$ cat config.mk
export PLATFORM = sky130hd
export DESIGN_NAME = quadrature_pulse_counter
export DESIGN_NICKNAME = d
export VERILOG_FILES = /design/src/qpc_pkg.sv /design/src/quadrature_pulse_counter.sv
export VERILOG_INCLUDE_DIRS = /design/src
export SDC_FILE = /design/constraint.sdc
export NUM_CORES = 1
export LEC_CHECK = 0
export ABC_AREA = 1
export ABC_CLOCK_PERIOD_IN_PS = 6500
export BUFFER_PORTS_ARGS = -buffer_cell sky130_fd_sc_hd__buf_2
export CAP_MARGIN = 20
export CORE_ASPECT_RATIO = 2
export CORE_MARGIN = 8
export CORE_UTILIZATION = 31
export DETAILED_ROUTE_END_ITERATION = 10
export PLACE_DENSITY_LB_ADDON = 0.1
export SLEW_MARGIN = 20
export SYNTH_ARGS = -nofsm -noshare
export SYNTH_HDL_FRONTEND = slang
export SYNTH_HIERARCHICAL = 1
export SYNTH_SLANG_ARGS = --single-unit
$ cat constraint.sdc
create_clock -name clock -period 6.5 [get_ports clock]
set_input_delay 0.65 -clock clock [delete_from_list [all_inputs] [get_ports clock]]
set_output_delay 0.65 -clock clock [all_outputs]
set_load 0.02 [all_outputs]
$ cat src/qpc_defines.svh
// Constants for the quadrature pulse counter.
`ifndef QPC_DEFINES_SVH
`define QPC_DEFINES_SVH
`define QPC_OFS_COUNT_READ   2'h0
`define QPC_OFS_ENABLE       2'h1
`define QPC_OFS_COUNT_LOAD   2'h2
`define QPC_ENABLE_BIT       1
`define QPC_COUNT_MID        16'h8000
`define QPC_COUNT_MAX        16'hFFFF
`define QPC_COUNT_MIN        16'h0000
`define QPC_SAMPLE_PERIOD_MS 10
`endif

$ cat src/qpc_pkg.sv
// Types shared by the quadrature pulse counter.
package qpc_pkg;
    typedef struct packed {
        logic       select;
        logic       write;
        logic       read;
        logic [1:0] address;
        logic [31:0] writedata;
    } reg_req_t;
    typedef struct packed {
        logic        pulse;
        logic        direction;
    } step_t;
endpackage

$ cat src/quadrature_pulse_counter.sv
// Quadrature pulse counter: phase decoder, saturating counter and register port.
`timescale 1ns/10ps
`include "qpc_defines.svh"

// Phase decoder: synchronises both phases and marks each phase edge with one pulse.
module qpc_phase_decoder (
    // Clock and reset.
    input  wire logic      clock,
    input  wire logic      rst,
    // Raw phases from the encoder pins.
    input  wire logic      decoder_first_phase_in,
    input  wire logic      decoder_second_phase_in,
    // Step strobe and direction.
    output qpc_pkg::step_t step
);
    import qpc_pkg::*;

    logic [1:0] sync_first;
    logic [1:0] sync_second;
    logic [1:0] phase_last;

    // Bit 0 is phase A and bit 1 is phase B once both are synchronised.
    wire logic [1:0] phase_now = sync_second;
    wire logic       a_moved   = (phase_now[0] != phase_last[0]);
    wire logic       b_moved   = (phase_now[1] != phase_last[1]);
    wire logic       edge_seen = a_moved || b_moved;
    // A moving to differ from B, or B moving to match A, means A leads: clockwise.
    // Both phases moving at once is a skipped state and is taken once as an A move.
    wire logic       next_dir  = a_moved ? (phase_now[0] != phase_now[1])
                                         : (phase_now[0] == phase_now[1]);

    // The first stage is read only by the second stage, to keep metastability contained.
    always_ff @(posedge clock or posedge rst) begin
        if (rst) begin
            sync_first  <= 2'h0;
            sync_second <= 2'h0;
        end else begin
            sync_first  <= {decoder_second_phase_in, decoder_first_phase_in};
            sync_second <= sync_first;
        end
    end

    // An encoder resting away from zero gives one pulse after reset; enable is clear then.
    always_ff @(posedge clock or posedge rst) begin
        if (rst) begin
            phase_last <= 2'h0;
            step       <= '0;
        end else begin
            phase_last <= phase_now;
            step.pulse <= edge_seen;
            if (edge_seen) begin
                step.direction <= next_dir;
            end
        end
    end

    chk_edge_pulse: assert property (@(posedge clock) disable iff (rst)
        edge_seen
        |=> step.pulse)
        else $error("edge gave no pulse");

    chk_pulse_single: assert property (@(posedge clock) disable iff (rst)
        !edge_seen
        |=> !step.pulse)
        else $error("pulse without an edge");

    chk_dir_a_rise: assert property (@(posedge clock) disable iff (rst)
        (phase_last == 2'h0 && phase_now == 2'h1)
        |=> step.pulse && step.direction)
        else $error("A rising ahead of B not taken as clockwise");

    chk_dir_a_fall: assert property (@(posedge clock) disable iff (rst)
        (phase_last == 2'h1 && phase_now == 2'h0)
        |=> step.pulse && !step.direction)
        else $error("A falling behind B not taken as counterclockwise");

    chk_dir_b_move: assert property (@(posedge clock) disable iff (rst)
        (phase_last == 2'h1 && phase_now == 2'h3)
        |=> step.pulse && step.direction)
        else $error("B following A not taken as clockwise");

    chk_dir_b_fall: assert property (@(posedge clock) disable iff (rst)
        (phase_last == 2'h3 && phase_now == 2'h1)
        |=> step.pulse && !step.direction)
        else $error("B falling ahead of A not taken as counterclockwise");

    chk_dir_b_rise: assert property (@(posedge clock) disable iff (rst)
        (phase_last == 2'h0 && phase_now == 2'h2)
        |=> step.pulse && !step.direction)
        else $error("B rising ahead of A not taken as counterclockwise");

    chk_dir_a_late: assert property (@(posedge clock) disable iff (rst)
        (phase_last == 2'h3 && phase_now == 2'h2)
        |=> step.pulse && step.direction)
        else $error("A falling ahead of B not taken as clockwise");

    chk_dir_held: assert property (@(posedge clock) disable iff (rst)
        !edge_seen
        |=> $stable(step.direction))
        else $error("direction moved without an edge");

    chk_sync_path: assert property (@(posedge clock) disable iff (rst)
        1'b1
        |=> sync_first == $past({decoder_second_phase_in, decoder_first_phase_in}))
        else $error("phase pins not taken in order");

    chk_sync_second: assert property (@(posedge clock) disable iff (rst)
        1'b1
        |=> sync_second == $past(sync_first))
        else $error("second stage skipped");

    chk_history: assert property (@(posedge clock) disable iff (rst)
        1'b1
        |=> phase_last == $past(phase_now))
        else $error("phase history lost");
endmodule

// Counter, register port and one decoder; one instance serves one motor.
module quadrature_pulse_counter (
    // Clock and reset.
    input  wire logic              clock,
    input  wire logic              rst,
    // Encoder phases, bit 0 phase A, bit 1 phase B.
    input  wire logic [1:0]        encoder_phase_pair,
    // Register port.
    input  wire qpc_pkg::reg_req_t reg_req,
    output logic [31:0]            readdata
);
    import qpc_pkg::*;

    step_t       step;
    logic [15:0] counter;
    logic        count_enable;
    logic [31:0] next_readdata;

    // Saturating single step; the end values hold so that a long run cannot wrap round.
    function automatic logic [15:0] step_count(input logic [15:0] value, input logic up);
        logic [15:0] result;
        result = value;
        if (up && (value != `QPC_COUNT_MAX)) begin
            result = value + 16'h0001;
        end else if (!up && (value != `QPC_COUNT_MIN)) begin
            result = value - 16'h0001;
        end
        return result;
    endfunction

    // Writes need select and write; reads decode on the address alone.
    wire logic        write_req  = reg_req.select && reg_req.write;
    wire logic        load_hit   = write_req && (reg_req.address == `QPC_OFS_COUNT_LOAD);
    wire logic        en_write   = write_req && (reg_req.address == `QPC_OFS_ENABLE);
    wire logic        count_step = count_enable && step.pulse;
    // A load beats a pulse in the same cycle, so a fresh preload is never nudged at once.
    wire logic [15:0] next_counter = load_hit   ? reg_req.writedata[15:0]
                                   : count_step ? step_count(counter, step.direction)
                                   : counter;

    always_comb begin
        if (reg_req.address == `QPC_OFS_COUNT_READ) begin
            next_readdata = {16'h0000, counter};
        end else if (reg_req.address == `QPC_OFS_ENABLE) begin
            next_readdata = 32'h0000_0000;
            next_readdata[`QPC_ENABLE_BIT] = count_enable;
        end else begin
            // The preload location is write-only and reads back as zero.
            next_readdata = 32'h0000_0000;
        end
    end

    qpc_phase_decoder decoder (
        .clock                   (clock),
        .rst                     (rst),
        .decoder_first_phase_in  (encoder_phase_pair[0]),
        .decoder_second_phase_in (encoder_phase_pair[1]),
        .step                    (step)
    );

    // Each instance owns its own count and enable, one per motor.
    always_ff @(posedge clock or posedge rst) begin
        if (rst) begin
            counter      <= `QPC_COUNT_MID;
            count_enable <= 1'b0;
            readdata     <= 32'h0000_0000;
        end else begin
            counter  <= next_counter;
            readdata <= next_readdata;
            if (en_write) begin
                count_enable <= reg_req.writedata[`QPC_ENABLE_BIT];
            end
        end
    end

    chk_load_wins: assert property (@(posedge clock) disable iff (rst)
        load_hit
        |=> counter == $past(reg_req.writedata[15:0]))
        else $error("load did not set the count");

    chk_hold_disabled: assert property (@(posedge clock) disable iff (rst)
        (!count_enable && !load_hit)
        |=> $stable(counter))
        else $error("count moved while disabled");

    chk_sat_top: assert property (@(posedge clock) disable iff (rst)
        (counter == 16'hFFFF && !load_hit)
        |=> counter == 16'hFFFF || $past(!step.direction))
        else $error("count wrapped past top");

    chk_sat_bottom: assert property (@(posedge clock) disable iff (rst)
        (counter == 16'h0000 && !load_hit)
        |=> counter == 16'h0000 || $past(step.direction))
        else $error("count wrapped past bottom");

    chk_count_up: assert property (@(posedge clock) disable iff (rst)
        (count_enable && step.pulse && step.direction && !load_hit && counter != 16'hFFFF)
        |=> counter == $past(counter) + 16'h0001)
        else $error("clockwise step not counted");

    chk_count_down: assert property (@(posedge clock) disable iff (rst)
        (count_enable && step.pulse && !step.direction && !load_hit && counter != 16'h0000)
        |=> counter == $past(counter) - 16'h0001)
        else $error("counterclockwise step not counted");

    chk_read_count: assert property (@(posedge clock) disable iff (rst)
        (reg_req.address == 2'h0)
        |=> readdata == {16'h0000, $past(counter)})
        else $error("count readback wrong");

    chk_enable_read: assert property (@(posedge clock) disable iff (rst)
        (reg_req.address == 2'h1)
        |=> readdata == {30'h0, $past(count_enable), 1'b0})
        else $error("enable readback wrong");

    chk_enable_write: assert property (@(posedge clock) disable iff (rst)
        en_write
        |=> count_enable == $past(reg_req.writedata[1]))
        else $error("enable write not taken");

    chk_enable_kept: assert property (@(posedge clock) disable iff (rst)
        !en_write
        |=> $stable(count_enable))
        else $error("enable moved without a write");

    chk_count_read_only: assert property (@(posedge clock) disable iff (rst)
        (write_req && reg_req.address == 2'h0 && !count_step)
        |=> $stable(counter))
        else $error("write to the readback location changed the count");

    chk_preload_reads_zero: assert property (@(posedge clock) disable iff (rst)
        (reg_req.address == 2'h2)
        |=> readdata == 32'h0000_0000)
        else $error("preload location read back nonzero");

    chk_spare_reads_zero: assert property (@(posedge clock) disable iff (rst)
        (reg_req.address == 2'h3)
        |=> readdata == 32'h0000_0000)
        else $error("spare location read back nonzero");

    chk_load_over_pulse: assert property (@(posedge clock) disable iff (rst)
        (load_hit && count_step)
        |=> counter == $past(reg_req.writedata[15:0]))
        else $error("pulse beat the load");

    chk_idle_hold: assert property (@(posedge clock) disable iff (rst)
        (!step.pulse && !load_hit)
        |=> $stable(counter))
        else $error("count moved without a pulse");

    chk_step_size: assert property (@(posedge clock) disable iff (rst)
        !load_hit
        |=> (counter == $past(counter)) || (counter == $past(counter) + 16'h0001)
            || (counter == $past(counter) - 16'h0001))
        else $error("count moved by more than one");

    chk_upper_zero: assert property (@(posedge clock) disable iff (rst)
        1'b1
        |=> readdata[31:16] == 16'h0000)
        else $error("unused read bits set");

    chk_reset_state: assert property (@(posedge clock)
        $past(rst)
        |-> (counter == 16'h8000) && !count_enable)
        else $error("reset state wrong");

    chk_top_holds: assert property (@(posedge clock) disable iff (rst)
        (counter == 16'hFFFF && count_step && step.direction && !load_hit)
        |=> counter == 16'hFFFF)
        else $error("count left the top on a clockwise step");

    chk_bottom_holds: assert property (@(posedge clock) disable iff (rst)
        (counter == 16'h0000 && count_step && !step.direction && !load_hit)
        |=> counter == 16'h0000)
        else $error("count left the bottom on a counterclockwise step");

    chk_quiet_hold: assert property (@(posedge clock) disable iff (rst)
        (!write_req && !count_step)
        |=> $stable(counter))
        else $error("count moved with no load and no step");

    chk_gate_up: assert property (@(posedge clock) disable iff (rst)
        (!count_enable && step.pulse && step.direction && !load_hit)
        |=> $stable(counter))
        else $error("disabled clockwise pulse counted");

    chk_gate_down: assert property (@(posedge clock) disable iff (rst)
        (!count_enable && step.pulse && !step.direction && !load_hit)
        |=> $stable(counter))
        else $error("disabled counterclockwise pulse counted");
endmodule

==> impl_metrics.env, run 1 <==
export IMPL_yosysTopAreaCell="dfrtp_1"
export IMPL_synth_edf_count=0
export IMPL_clk_root_buffer_cell="clkbuf_16"
export IMPL_path_clk_slew_ns=0.06
export IMPL_async_reset_ff_frac=1.00
export IMPL_grt_pass1_vias=2407
export IMPL_cts_tree="built"
export IMPL_maxSlewHeadroom=0.596
export IMPL_cp_required_ns=6.67
export IMPL_drive_above_1_share=0.198
export IMPL_routabilityCongestion=0.816
export IMPL_yosys_warnings=6
export IMPL_fin_skew_ns=0.00566
export IMPL_synthFlopType="dfrtp_1"
export IMPL_vdd_drop_max_mv=0.194
export IMPL_track_usage=0.118
export IMPL_grt_pass1_wl_mm=12.3
export IMPL_synthesis_area_sq_um=2890
export IMPL_drv_cap=0
export IMPL_design_area_sq_um=3250
export IMPL_start_util=0.315
export IMPL_grt_max_degree=34
export IMPL_hold_viol_final=0
export IMPL_io_pins=73
export IMPL_fin_nets=496
export IMPL_tightest_slew_ns=0.603
export IMPL_antenna_found_initial=0
export IMPL_regArea_sq_um=1030
export IMPL_period_needed_ns=2.93
export IMPL_vias=2423
export IMPL_io_buffers=39
export IMPL_wl_per_cell_um=13.8
export IMPL_path_class="register to register"
export IMPL_cts_num_sinks=41
export IMPL_synth_most_common_cell="nand2_1"
export IMPL_overflow=0
export IMPL_ys_seq_area_frac=0.355
export IMPL_post_route_period_util=0.451
export IMPL_hold_ws_ns=0.314
export IMPL_power_share_combinational=0.546
export IMPL_synth_distinct_cells=35
export IMPL_synth_top_cell_area_share=0.346
export IMPL_die_x_um=84.3
export IMPL_p_leak_nw=1.80
export IMPL_setup_tns_ns=0
export IMPL_status="complete, no violations"
export IMPL_dieHeight_um=153
export IMPL_hold_class="input pin to asynchronous set/reset pin"
export IMPL_p_switching_uw=688
export IMPL_viasPerCell=4.46
export IMPL_hpwlAfterDp_mm=5.96
export IMPL_place_area_sq_um=3100
export IMPL_drtIter0Drc=94
export IMPL_sw_frac_of_total=0.476
export IMPL_totalWireLength_mm=7.50
export IMPL_clock_power_share=0.173
export IMPL_worst_path_max_fanout=19
export IMPL_max_freq_ghz=0.341
export IMPL_fill_cells=1009
export IMPL_internal_power_uw=756
export IMPL_clk_latency_ns=0.28
export IMPL_finalSetupViolCount=0
export IMPL_htreeDepth=2
export IMPL_multi_input_area_sq_um=1540
export IMPL_endpoint_kind="register"
export IMPL_coreArea_sq_um=9200
export IMPL_n_antenna_cell=0
export IMPL_p_per_area_nw_per_um2=444
export IMPL_p_seq_frac=0.281
export IMPL_synthTopCellsByCount="111 x nand2_1, 51 x inv_1, 49 x nor2_1"
export IMPL_ctsResizeCount=0
export IMPL_num_rows=50
export IMPL_ys_top_cells_by_area="dfrtp_1 35%, nand2_1 14%, ha_1 6.9%"
export IMPL_cts_hold_buf=0
export IMPL_crit_arrival_ns=3.11
export IMPL_dieArea_sq_um=12900
export IMPL_syn_inst=400
export IMPL_drtPass1Iterations=4
export IMPL_ff2ff_path_depth=15
export IMPL_cts_buffers=5
export IMPL_postCtsSetupRepairBufs=0
export IMPL_drcViolationCount=0
export IMPL_antenna_left=0
export IMPL_rsz0062_at_grt="no"
export IMPL_synth_seq_cells=41
export IMPL_avgSynthCellArea_sq_um=7.23
export IMPL_startpoint_type="register"
export IMPL_report_final_slew_viol_count=0
export IMPL_area_growth_pct=12.4
export IMPL_cts_max_path_buffers=2
==> placed cells by master, fill, tap and decap left out, types with 2 or more instances in the layout <==
| cell | instances |
|---|---|
| nor2_2 | 4 |
| a21oi_1 | 10 |
| o21ai_0 | 10 |
| inv_1 | 51 |
| o21ai_1 | 2 |
| nor2_1 | 49 |
| nand4_1 | 3 |
| nand2_1 | 111 |
| o21ai_2 | 8 |
| xor2_1 | 2 |
| nand3_1 | 29 |
| or2_2 | 4 |
| ha_1 | 16 |
| nand2_2 | 8 |
| nor3_1 | 3 |
| clkbuf_16 | 5 |
| buf_2 | 39 |
| and2_1 | 2 |
| xnor2_1 | 3 |
| inv_2 | 4 |
| nand3b_1 | 2 |
| dfrtp_1 | 40 |
| a21oi_2 | 2 |
| nand3_2 | 3 |
| conb_1 | 16 |
==> final timing paths <==
path / from / to / slack [ns]
min: rst / decoder/phase_now[1] / 0.31
min reg2reg: decoder/sync_first[1] / decoder/phase_now[1] / 0.35
max: counter[15] / counter[13] / 3.57
min in group clock: decoder/sync_first[1] / decoder/phase_now[1] / 0.35
max reg2reg: counter[15] / counter[13] / 3.57
max in group asynchronous: rst / counter[15] / 5.69
==> cell families after synthesis <==
group,synth area share
buf+inv,0.134
other cells,0.00130
compound gates,0.0766
simple gates,0.338
xor+xnor,0.0151
fa+ha+maj,0.0761
mux,0.00389
flops,0.355
==> state kept, by name, indices dropped and copies added, names as in the netlist <==
| register | cells |
|---|---|
| readdata | 16 |
| counter | 16 |
| decoder/step | 2 |
| decoder/sync_first | 2 |
| count_enable | 1 |
| decoder/phase_last | 2 |
| decoder/phase_now | 2 |
==> critical path, cell delays in order (launching register included) <==
cell     delay [ns]
dfstp_2        0.58
nand2_1        0.06
nor2_1         0.12
nand2_1        0.10
o21ai_4        0.49
ha_1           0.39
or2_1          0.25
and2_1         0.18
nand2_1        0.06
nand2_1        0.11
nand2_1        0.12
nand2_1        0.06
nand2_1        0.05
nand3_1        0.10
nand2_1        0.09
nand2_1        0.05
==> area by class of cell <==
type | count | area share
Timing Repair Buffer | 40 | 0.0623
Clock buffer | 5 | 0.0385
Tap cell | 104 | 0.0400
Clock inverter | 3 | 0.00770
Inverter | 55 | 0.0635
Multi-Input combinational cell | 295 | 0.472
Sequential cell | 41 | 0.316
==> power by group through the flow <==
stage / sequential, mW / combinational (mW) / clock [mW]
global placement: 0.414 / 0.795 / 0
floorplan: 0.396 / 0.620 / 0
finish: 0.406 / 0.788 / 0.250
detailed placement: 0.413 / 0.795 / 0
global route: 0.416 / 0.907 / 0.272
CTS: 0.409 / 0.800 / 0.259
==> routing by layer <==
metal	GRT usage	routed length [um]	vias up
met2	0.212	3970	40
met3	0.0236	269	6
met1	0.137	3190	1093
met5	0	0	-
met4	0.0273	64	0
li1	-	-	1284
==> through the flow <==
stage	worst slack, ns	cells	utilization	total power [mW]
2_1_floorplan	4.00	415	-	1.02
5_1_grt	3.30	543	0.354	1.59
3_3_place_gp	3.50	535	0.337	1.21
4_1_cts	3.51	543	0.354	1.47
3_5_place_dp	3.52	535	0.337	1.21
6_report	3.57	543	0.354	1.44
(Power assumes the default switching activity.)
==> run 2: changes to the inputs <==
ABC_CLOCK_PERIOD_IN_PS = 2900   (was 6500)
clock period = 2.9 ns   (was 6.5 ns; I/O delays follow)
==> run 2 against run 1 <==
Compared with the run above:
- non-clock buffer count is 13 higher
- first-iteration DRC count is 33% higher
- combinational power grew to 2.5 times the previous value
- worst hold slack worse by 0.20 ns
- power is 140% higher
- register-to-register slack worse by 3.4 ns
- critical path type unchanged
- sequential power is 100% higher
- via count is 4.8% higher
- largest power group unchanged
- cell area is 3.6% higher
==> impl_metrics.env, run 2 (same netlist as run 1, synthesis figures left out) <==
export IMPL_status="complete, no violations"
export IMPL_p_per_area_nw_per_um2=1020
export IMPL_coreArea_sq_um=9200
export IMPL_reg2reg_from="counter[15]"
export IMPL_overflow=0
export IMPL_design_area_sq_um=3370
export IMPL_setup_slack_ns=0.187
export IMPL_drcViolationCount=0
export IMPL_vdd_drop_max_mv=0.343
export IMPL_wl_met1_mm=3.12
export IMPL_final_common_cell="nand2_1"
export IMPL_path_clk_slew_ns=0.06
export IMPL_routed_top_layer="met4"
export IMPL_tightest_slew_ns=0.551
export IMPL_p_leak_nw=1.87
export IMPL_wl_met2_mm=4.19
export IMPL_viasPerCell=4.57
export IMPL_grt_pass1_vias=2568
export IMPL_hold_start="encoder_phase_pair[0]"
export IMPL_cts_tree="built"
export IMPL_num_rows=50
export IMPL_total_power_mw=3.43
export IMPL_start_util=0.315
export IMPL_io_pins=73
export IMPL_crit_arrival_ns=2.87
export IMPL_post_route_period_util=0.936
export IMPL_rrSetupSlack_ns=0.19
export IMPL_instances_no_fill=556
export IMPL_slowest_delay_ns=0.57
export IMPL_drive_above_1_share=0.217
export IMPL_fin_skew_ns=0.00311
export IMPL_ctsResizeCount=0
export IMPL_drtPass1Iterations=4
export IMPL_hold_ws_ns=0.109
export IMPL_io_buffers=39
export IMPL_clk_latency_ns=0.28
export IMPL_cts_max_path_buffers=2
export IMPL_vias=2539
export IMPL_largest_registers="counter x16, readdata x16"
export IMPL_hold_viol_final=0
export IMPL_holdPathEnd="decoder/sync_first[0]"
export IMPL_area_growth_pct=16.5
export IMPL_hold_class="input pin to register"
export IMPL_htreeDepth=2
export IMPL_drv_cap=0
export IMPL_max_freq_ghz=0.369
export IMPL_report_final_slew_viol_count=0
export IMPL_dp_cells=547
export IMPL_finalSetupViolCount=0
export IMPL_hold_path_depth=1
export IMPL_rsz0062_at_grt="no"
export IMPL_maxSlewHeadroom=0.632
export IMPL_pre_cts_ws_ns=0.190
export IMPL_regToRegEndpoint="counter[6]"
export IMPL_period_needed_ns=2.71
export IMPL_grt_pass1_wl_mm=12.6
export IMPL_cts_num_sinks=41
export IMPL_grt_max_degree=34
export IMPL_drtIter0Drc=125
export IMPL_die_x_um=84.3
export IMPL_cts_buffers=5
export IMPL_fin_nets=509
export IMPL_routabilityCongestion=0.864
export IMPL_antenna_left=0
export IMPL_cp_required_ns=3.06
export IMPL_antenna_found_initial=0
export IMPL_postLayoutCoreUtil=0.366
export IMPL_crit_path_frequent_cell="nand2_1"
export IMPL_place_area_sq_um=3190
export IMPL_wl_per_cell_um=13.8
export IMPL_dieHeight_um=153
export IMPL_wl_met3_um=267
export IMPL_setup_tns_ns=0
export IMPL_startpoint_type="register"
export IMPL_most_common_layout_cells="111 x nand2_1, 51 x inv_1, 49 x nor2_1, 40 x dfrtp_1, 39 x buf_2"
export IMPL_worst_path_max_fanout=11
export IMPL_clk_root_buffer_cell="clkbuf_16"
export IMPL_hpwlAfterDp_mm=6.20
export IMPL_path_cells="nand2_1 > nor2_1 > nand2_1 > o21ai_4 > ha_1 > a21oi_1 > nand3_1 > or2_2 > nand3_1 > nand2_1 > nand2_2 > o21ai_2"
export IMPL_track_usage=0.121
export IMPL_dieArea_sq_um=12900
export IMPL_ff2ff_path_depth=12
export IMPL_path_class="register to register"
export IMPL_endpoint_kind="register"
export IMPL_n_antenna_cell=0
export IMPL_slowest_stage="dfstp_2"
export IMPL_totalWireLength_mm=7.70
-- run 2: cell count changes in the layout (fill, tap and decap cells not counted), sizes merged --
cell | before | now
bufinv | 0 | 1
inv | 56 | 55
dlygate4sd3 | 0 | 1
buf | 40 | 52
clkinvlp | 1 | 0
clkbuf | 5 | 6
-- run 2: how the worst max path moves through the flow --
stage                 from           to  slack (ns)
6_report       counter[15]   counter[6]        0.19
4_1_cts        counter[15]   counter[8]        0.17
2_1_floorplan  counter[15]   counter[9]        0.40
5_1_grt        counter[15]   counter[9]       0.002
3_3_place_gp   counter[15]  counter[14]        0.16
3_5_place_dp   counter[15]   counter[8]        0.19
-- run 2: report_power, final --
part	switching [mW]	total [mW]	internal (mW)	leakage, nW
registers	0.101	0.829	0.728	0.515
clock network	0.225	0.632	0.408	0.0810
logic	1.24	1.97	0.728	1.27
-- run 2: timing repair --
| item | in CTS | in global routing |
|---|---|---|
| buffers inserted | 0 | 0 |
| hold endpoints to repair | 8 | 0 |
| hold buffers | 1 | 0 |
-- run 2: cell type report --
cell class / count / area (sq um)
well taps: 104 / 130
clock buffers: 6 / 129
clock inverters: 2 / 38.8
flip-flops and latches: 41 / 1030
inverters: 55 / 206
multi-input cells: 295 / 1540
fillers: 1014 / 5830
repair buffers: 53 / 303
-- run 2: worst max-delay path: cells and delay by family (launching register included) --
kind | cells | cell delay, ns
flip-flops | 1 | 0.57
adder cells (fa/ha/maj) | 1 | 0.35
AND/OR/NAND/NOR | 8 | 1.05
AO/OA/AOI/OAI | 3 | 0.63
-- run 2: layer usage --
metal	vias to the layer above	global-route usage
met5	-	0
met4	0	0.0381
met3	10	0.0230
met2	48	0.224
met1	1171	0.131
li1	1310	-
==> run 3: changes to the inputs <==
MAX_ROUTING_LAYER = met4   (was not set)
==> run 3 against run 2 <==
Compared with the run above:
- worst setup slack improved by 0.0078 ns
- clock skew grew 0.0015 ns
- cell count unchanged
- power barely moved
- clock power about the same
- global-route usage grew 0.34 points
- sequential cell count unchanged
- highest routed layer unchanged
- worst hold slack better by 0.00058 ns
- non-clock buffer count unchanged
- core utilization did not move
- maximum frequency is 0.29% higher
==> impl_metrics.env, run 3 (same netlist as run 1, synthesis figures left out) <==
export IMPL_coreArea_sq_um=9200
export IMPL_most_common_layout_cells="111 x nand2_1, 51 x inv_1, 49 x nor2_1, 40 x dfrtp_1, 39 x buf_2"
export IMPL_slowest_stage="dfstp_2"
export IMPL_startpoint_type="register"
export IMPL_totalWireLength_mm=7.72
export IMPL_drv_cap=0
export IMPL_grt_pass1_wl_mm=12.6
export IMPL_p_per_area_nw_per_um2=1020
export IMPL_routabilityCongestion=0.878
export IMPL_hold_viol_final=0
export IMPL_clock_power_share=0.185
export IMPL_clk_root_buffer_cell="clkbuf_16"
export IMPL_cp_required_ns=3.06
export IMPL_status="complete, no violations"
export IMPL_wl_met2_mm=4.17
export IMPL_overflow=0
export IMPL_hold_class="input pin to register"
export IMPL_rrSetupSlack_ns=0.19
export IMPL_path_cells="nand2_1 > nor2_1 > nand2_1 > o21ai_4 > inv_1 > fa_1 > inv_1 > nand3_1 > nand3_1 > nand3_1 > nand2_1 > nand2_1 > nand3_1 > nand2_1 > nand2_2 > o21ai_2"
export IMPL_power_share_combinational=0.573
export IMPL_final_common_cell="nand2_1"
export IMPL_io_buffers=39
export IMPL_grt_pass1_vias=2560
export IMPL_n_antenna_cell=0
export IMPL_sw_frac_of_total=0.457
export IMPL_die_x_um=84.3
export IMPL_dieArea_sq_um=12900
export IMPL_post_route_period_util=0.933
export IMPL_internal_power_mw=1.86
export IMPL_hpwlAfterDp_mm=6.20
export IMPL_drtPass1Iterations=4
export IMPL_place_area_sq_um=3190
export IMPL_maxSlewHeadroom=0.634
export IMPL_vias=2509
export IMPL_routed_top_layer="met4"
export IMPL_max_freq_ghz=0.370
export IMPL_finalSetupViolCount=0
export IMPL_drcViolationCount=0
export IMPL_htreeDepth=2
export IMPL_tightest_slew_ns=0.549
export IMPL_vdd_drop_max_mv=0.342
export IMPL_crit_path_frequent_cell="nand2_1"
export IMPL_wl_met3_um=258
export IMPL_hold_ws_ns=0.110
export IMPL_cts_num_sinks=41
export IMPL_cts_tree="built"
export IMPL_dieHeight_um=153
export IMPL_report_final_slew_viol_count=0
export IMPL_wl_per_cell_um=13.9
export IMPL_num_rows=50
export IMPL_p_leak_nw=1.87
export IMPL_io_pins=73
export IMPL_track_usage=0.124
export IMPL_design_area_sq_um=3370
export IMPL_setup_slack_ns=0.195
export IMPL_grt_max_degree=34
export IMPL_drtIter0Drc=113
export IMPL_wl_met1_mm=3.18
export IMPL_path_class="register to register"
export IMPL_clk_latency_ns=0.28
export IMPL_fin_nets=509
export IMPL_p_seq_frac=0.242
export IMPL_viasPerCell=4.51
export IMPL_fill_cells=1014
export IMPL_worst_path_max_fanout=11
export IMPL_ctsResizeCount=0
export IMPL_start_util=0.315
export IMPL_drive_above_1_share=0.217
export IMPL_largest_registers="counter x16, readdata x16"
export IMPL_antenna_left=0
export IMPL_period_needed_ns=2.71
export IMPL_crit_arrival_ns=2.86
export IMPL_slowest_delay_ns=0.57
export IMPL_postCtsSetupRepairBufs=0
export IMPL_p_switching_mw=1.57
export IMPL_fin_skew_ns=0.00463
export IMPL_area_growth_pct=16.5
export IMPL_path_clk_slew_ns=0.06
export IMPL_cts_max_path_buffers=2
export IMPL_setup_tns_ns=0
export IMPL_rsz0062_at_grt="no"
export IMPL_postLayoutCoreUtil=0.366
export IMPL_cts_buffers=5
export IMPL_pre_cts_ws_ns=0.190
export IMPL_endpoint_kind="register"
export IMPL_antenna_found_initial=0
## run 3: final timing paths
| kind | from | end | depth (start not counted) |
|---|---|---|---|
| min in group asynchronous | rst | decoder/phase_now[1] | 3 |
| max in group asynchronous | rst | counter[15] | 4 |
| min | encoder_phase_pair[0] | decoder/sync_first[0] | 1 |
| min reg2reg | decoder/sync_first[1] | decoder/phase_now[1] | 0 |
| max | counter[15] | counter[8] | 16 |
| max reg2reg | counter[15] | counter[8] | 16 |
## run 3: power groups by stage
stage	clock, mW	combinational, mW	sequential (mW)
4_1_cts	0.653	2.00	0.831
3_5_place_dp	0	1.98	0.841
2_1_floorplan	0	1.39	0.888
3_3_place_gp	0	1.99	0.842
6_report	0.634	1.97	0.829
5_1_grt	0.670	2.23	0.849
## run 3: area by class of cell
class                           count  area [sq um]  share of cell area
Clock inverter                      2          38.8              0.0115
Inverter                           55           206              0.0613
Tap cell                          104           130              0.0386
Sequential cell                    41          1030               0.305
Multi-Input combinational cell    295          1540               0.456
Clock buffer                        6           129              0.0382
Timing Repair Buffer               53           303              0.0899
## run 3: timing repair
item	4_1_cts	5_1_grt
hold buffers	1	0
setup endpoints to repair	0	0
hold endpoints to repair	8	0
## run 3: metal layers
layer  up-vias  global-route usage
met5         -                   -
met4         0              0.0381
met3        11              0.0236
met2        44               0.224
met1      1147               0.131
li1       1307                   -
## run 3: metrics by stage
step | instances | power [mW]
floorplan | 415 | 2.28
global placement | 547 | 2.83
detailed placement | 547 | 2.82
CTS | 556 | 3.48
global route | 556 | 3.74
finish | 556 | 3.43
## run 3: worst max-delay path, delay by kind of cell (launching register included)
kind	cells	cell delay [ns]
AND/OR/NAND/NOR	11	0.96
AO/OA/AOI/OAI	2	0.38
flip-flops	1	0.57
buffers and inverters	2	0.21
adder cells (fa/ha/maj)	1	0.42
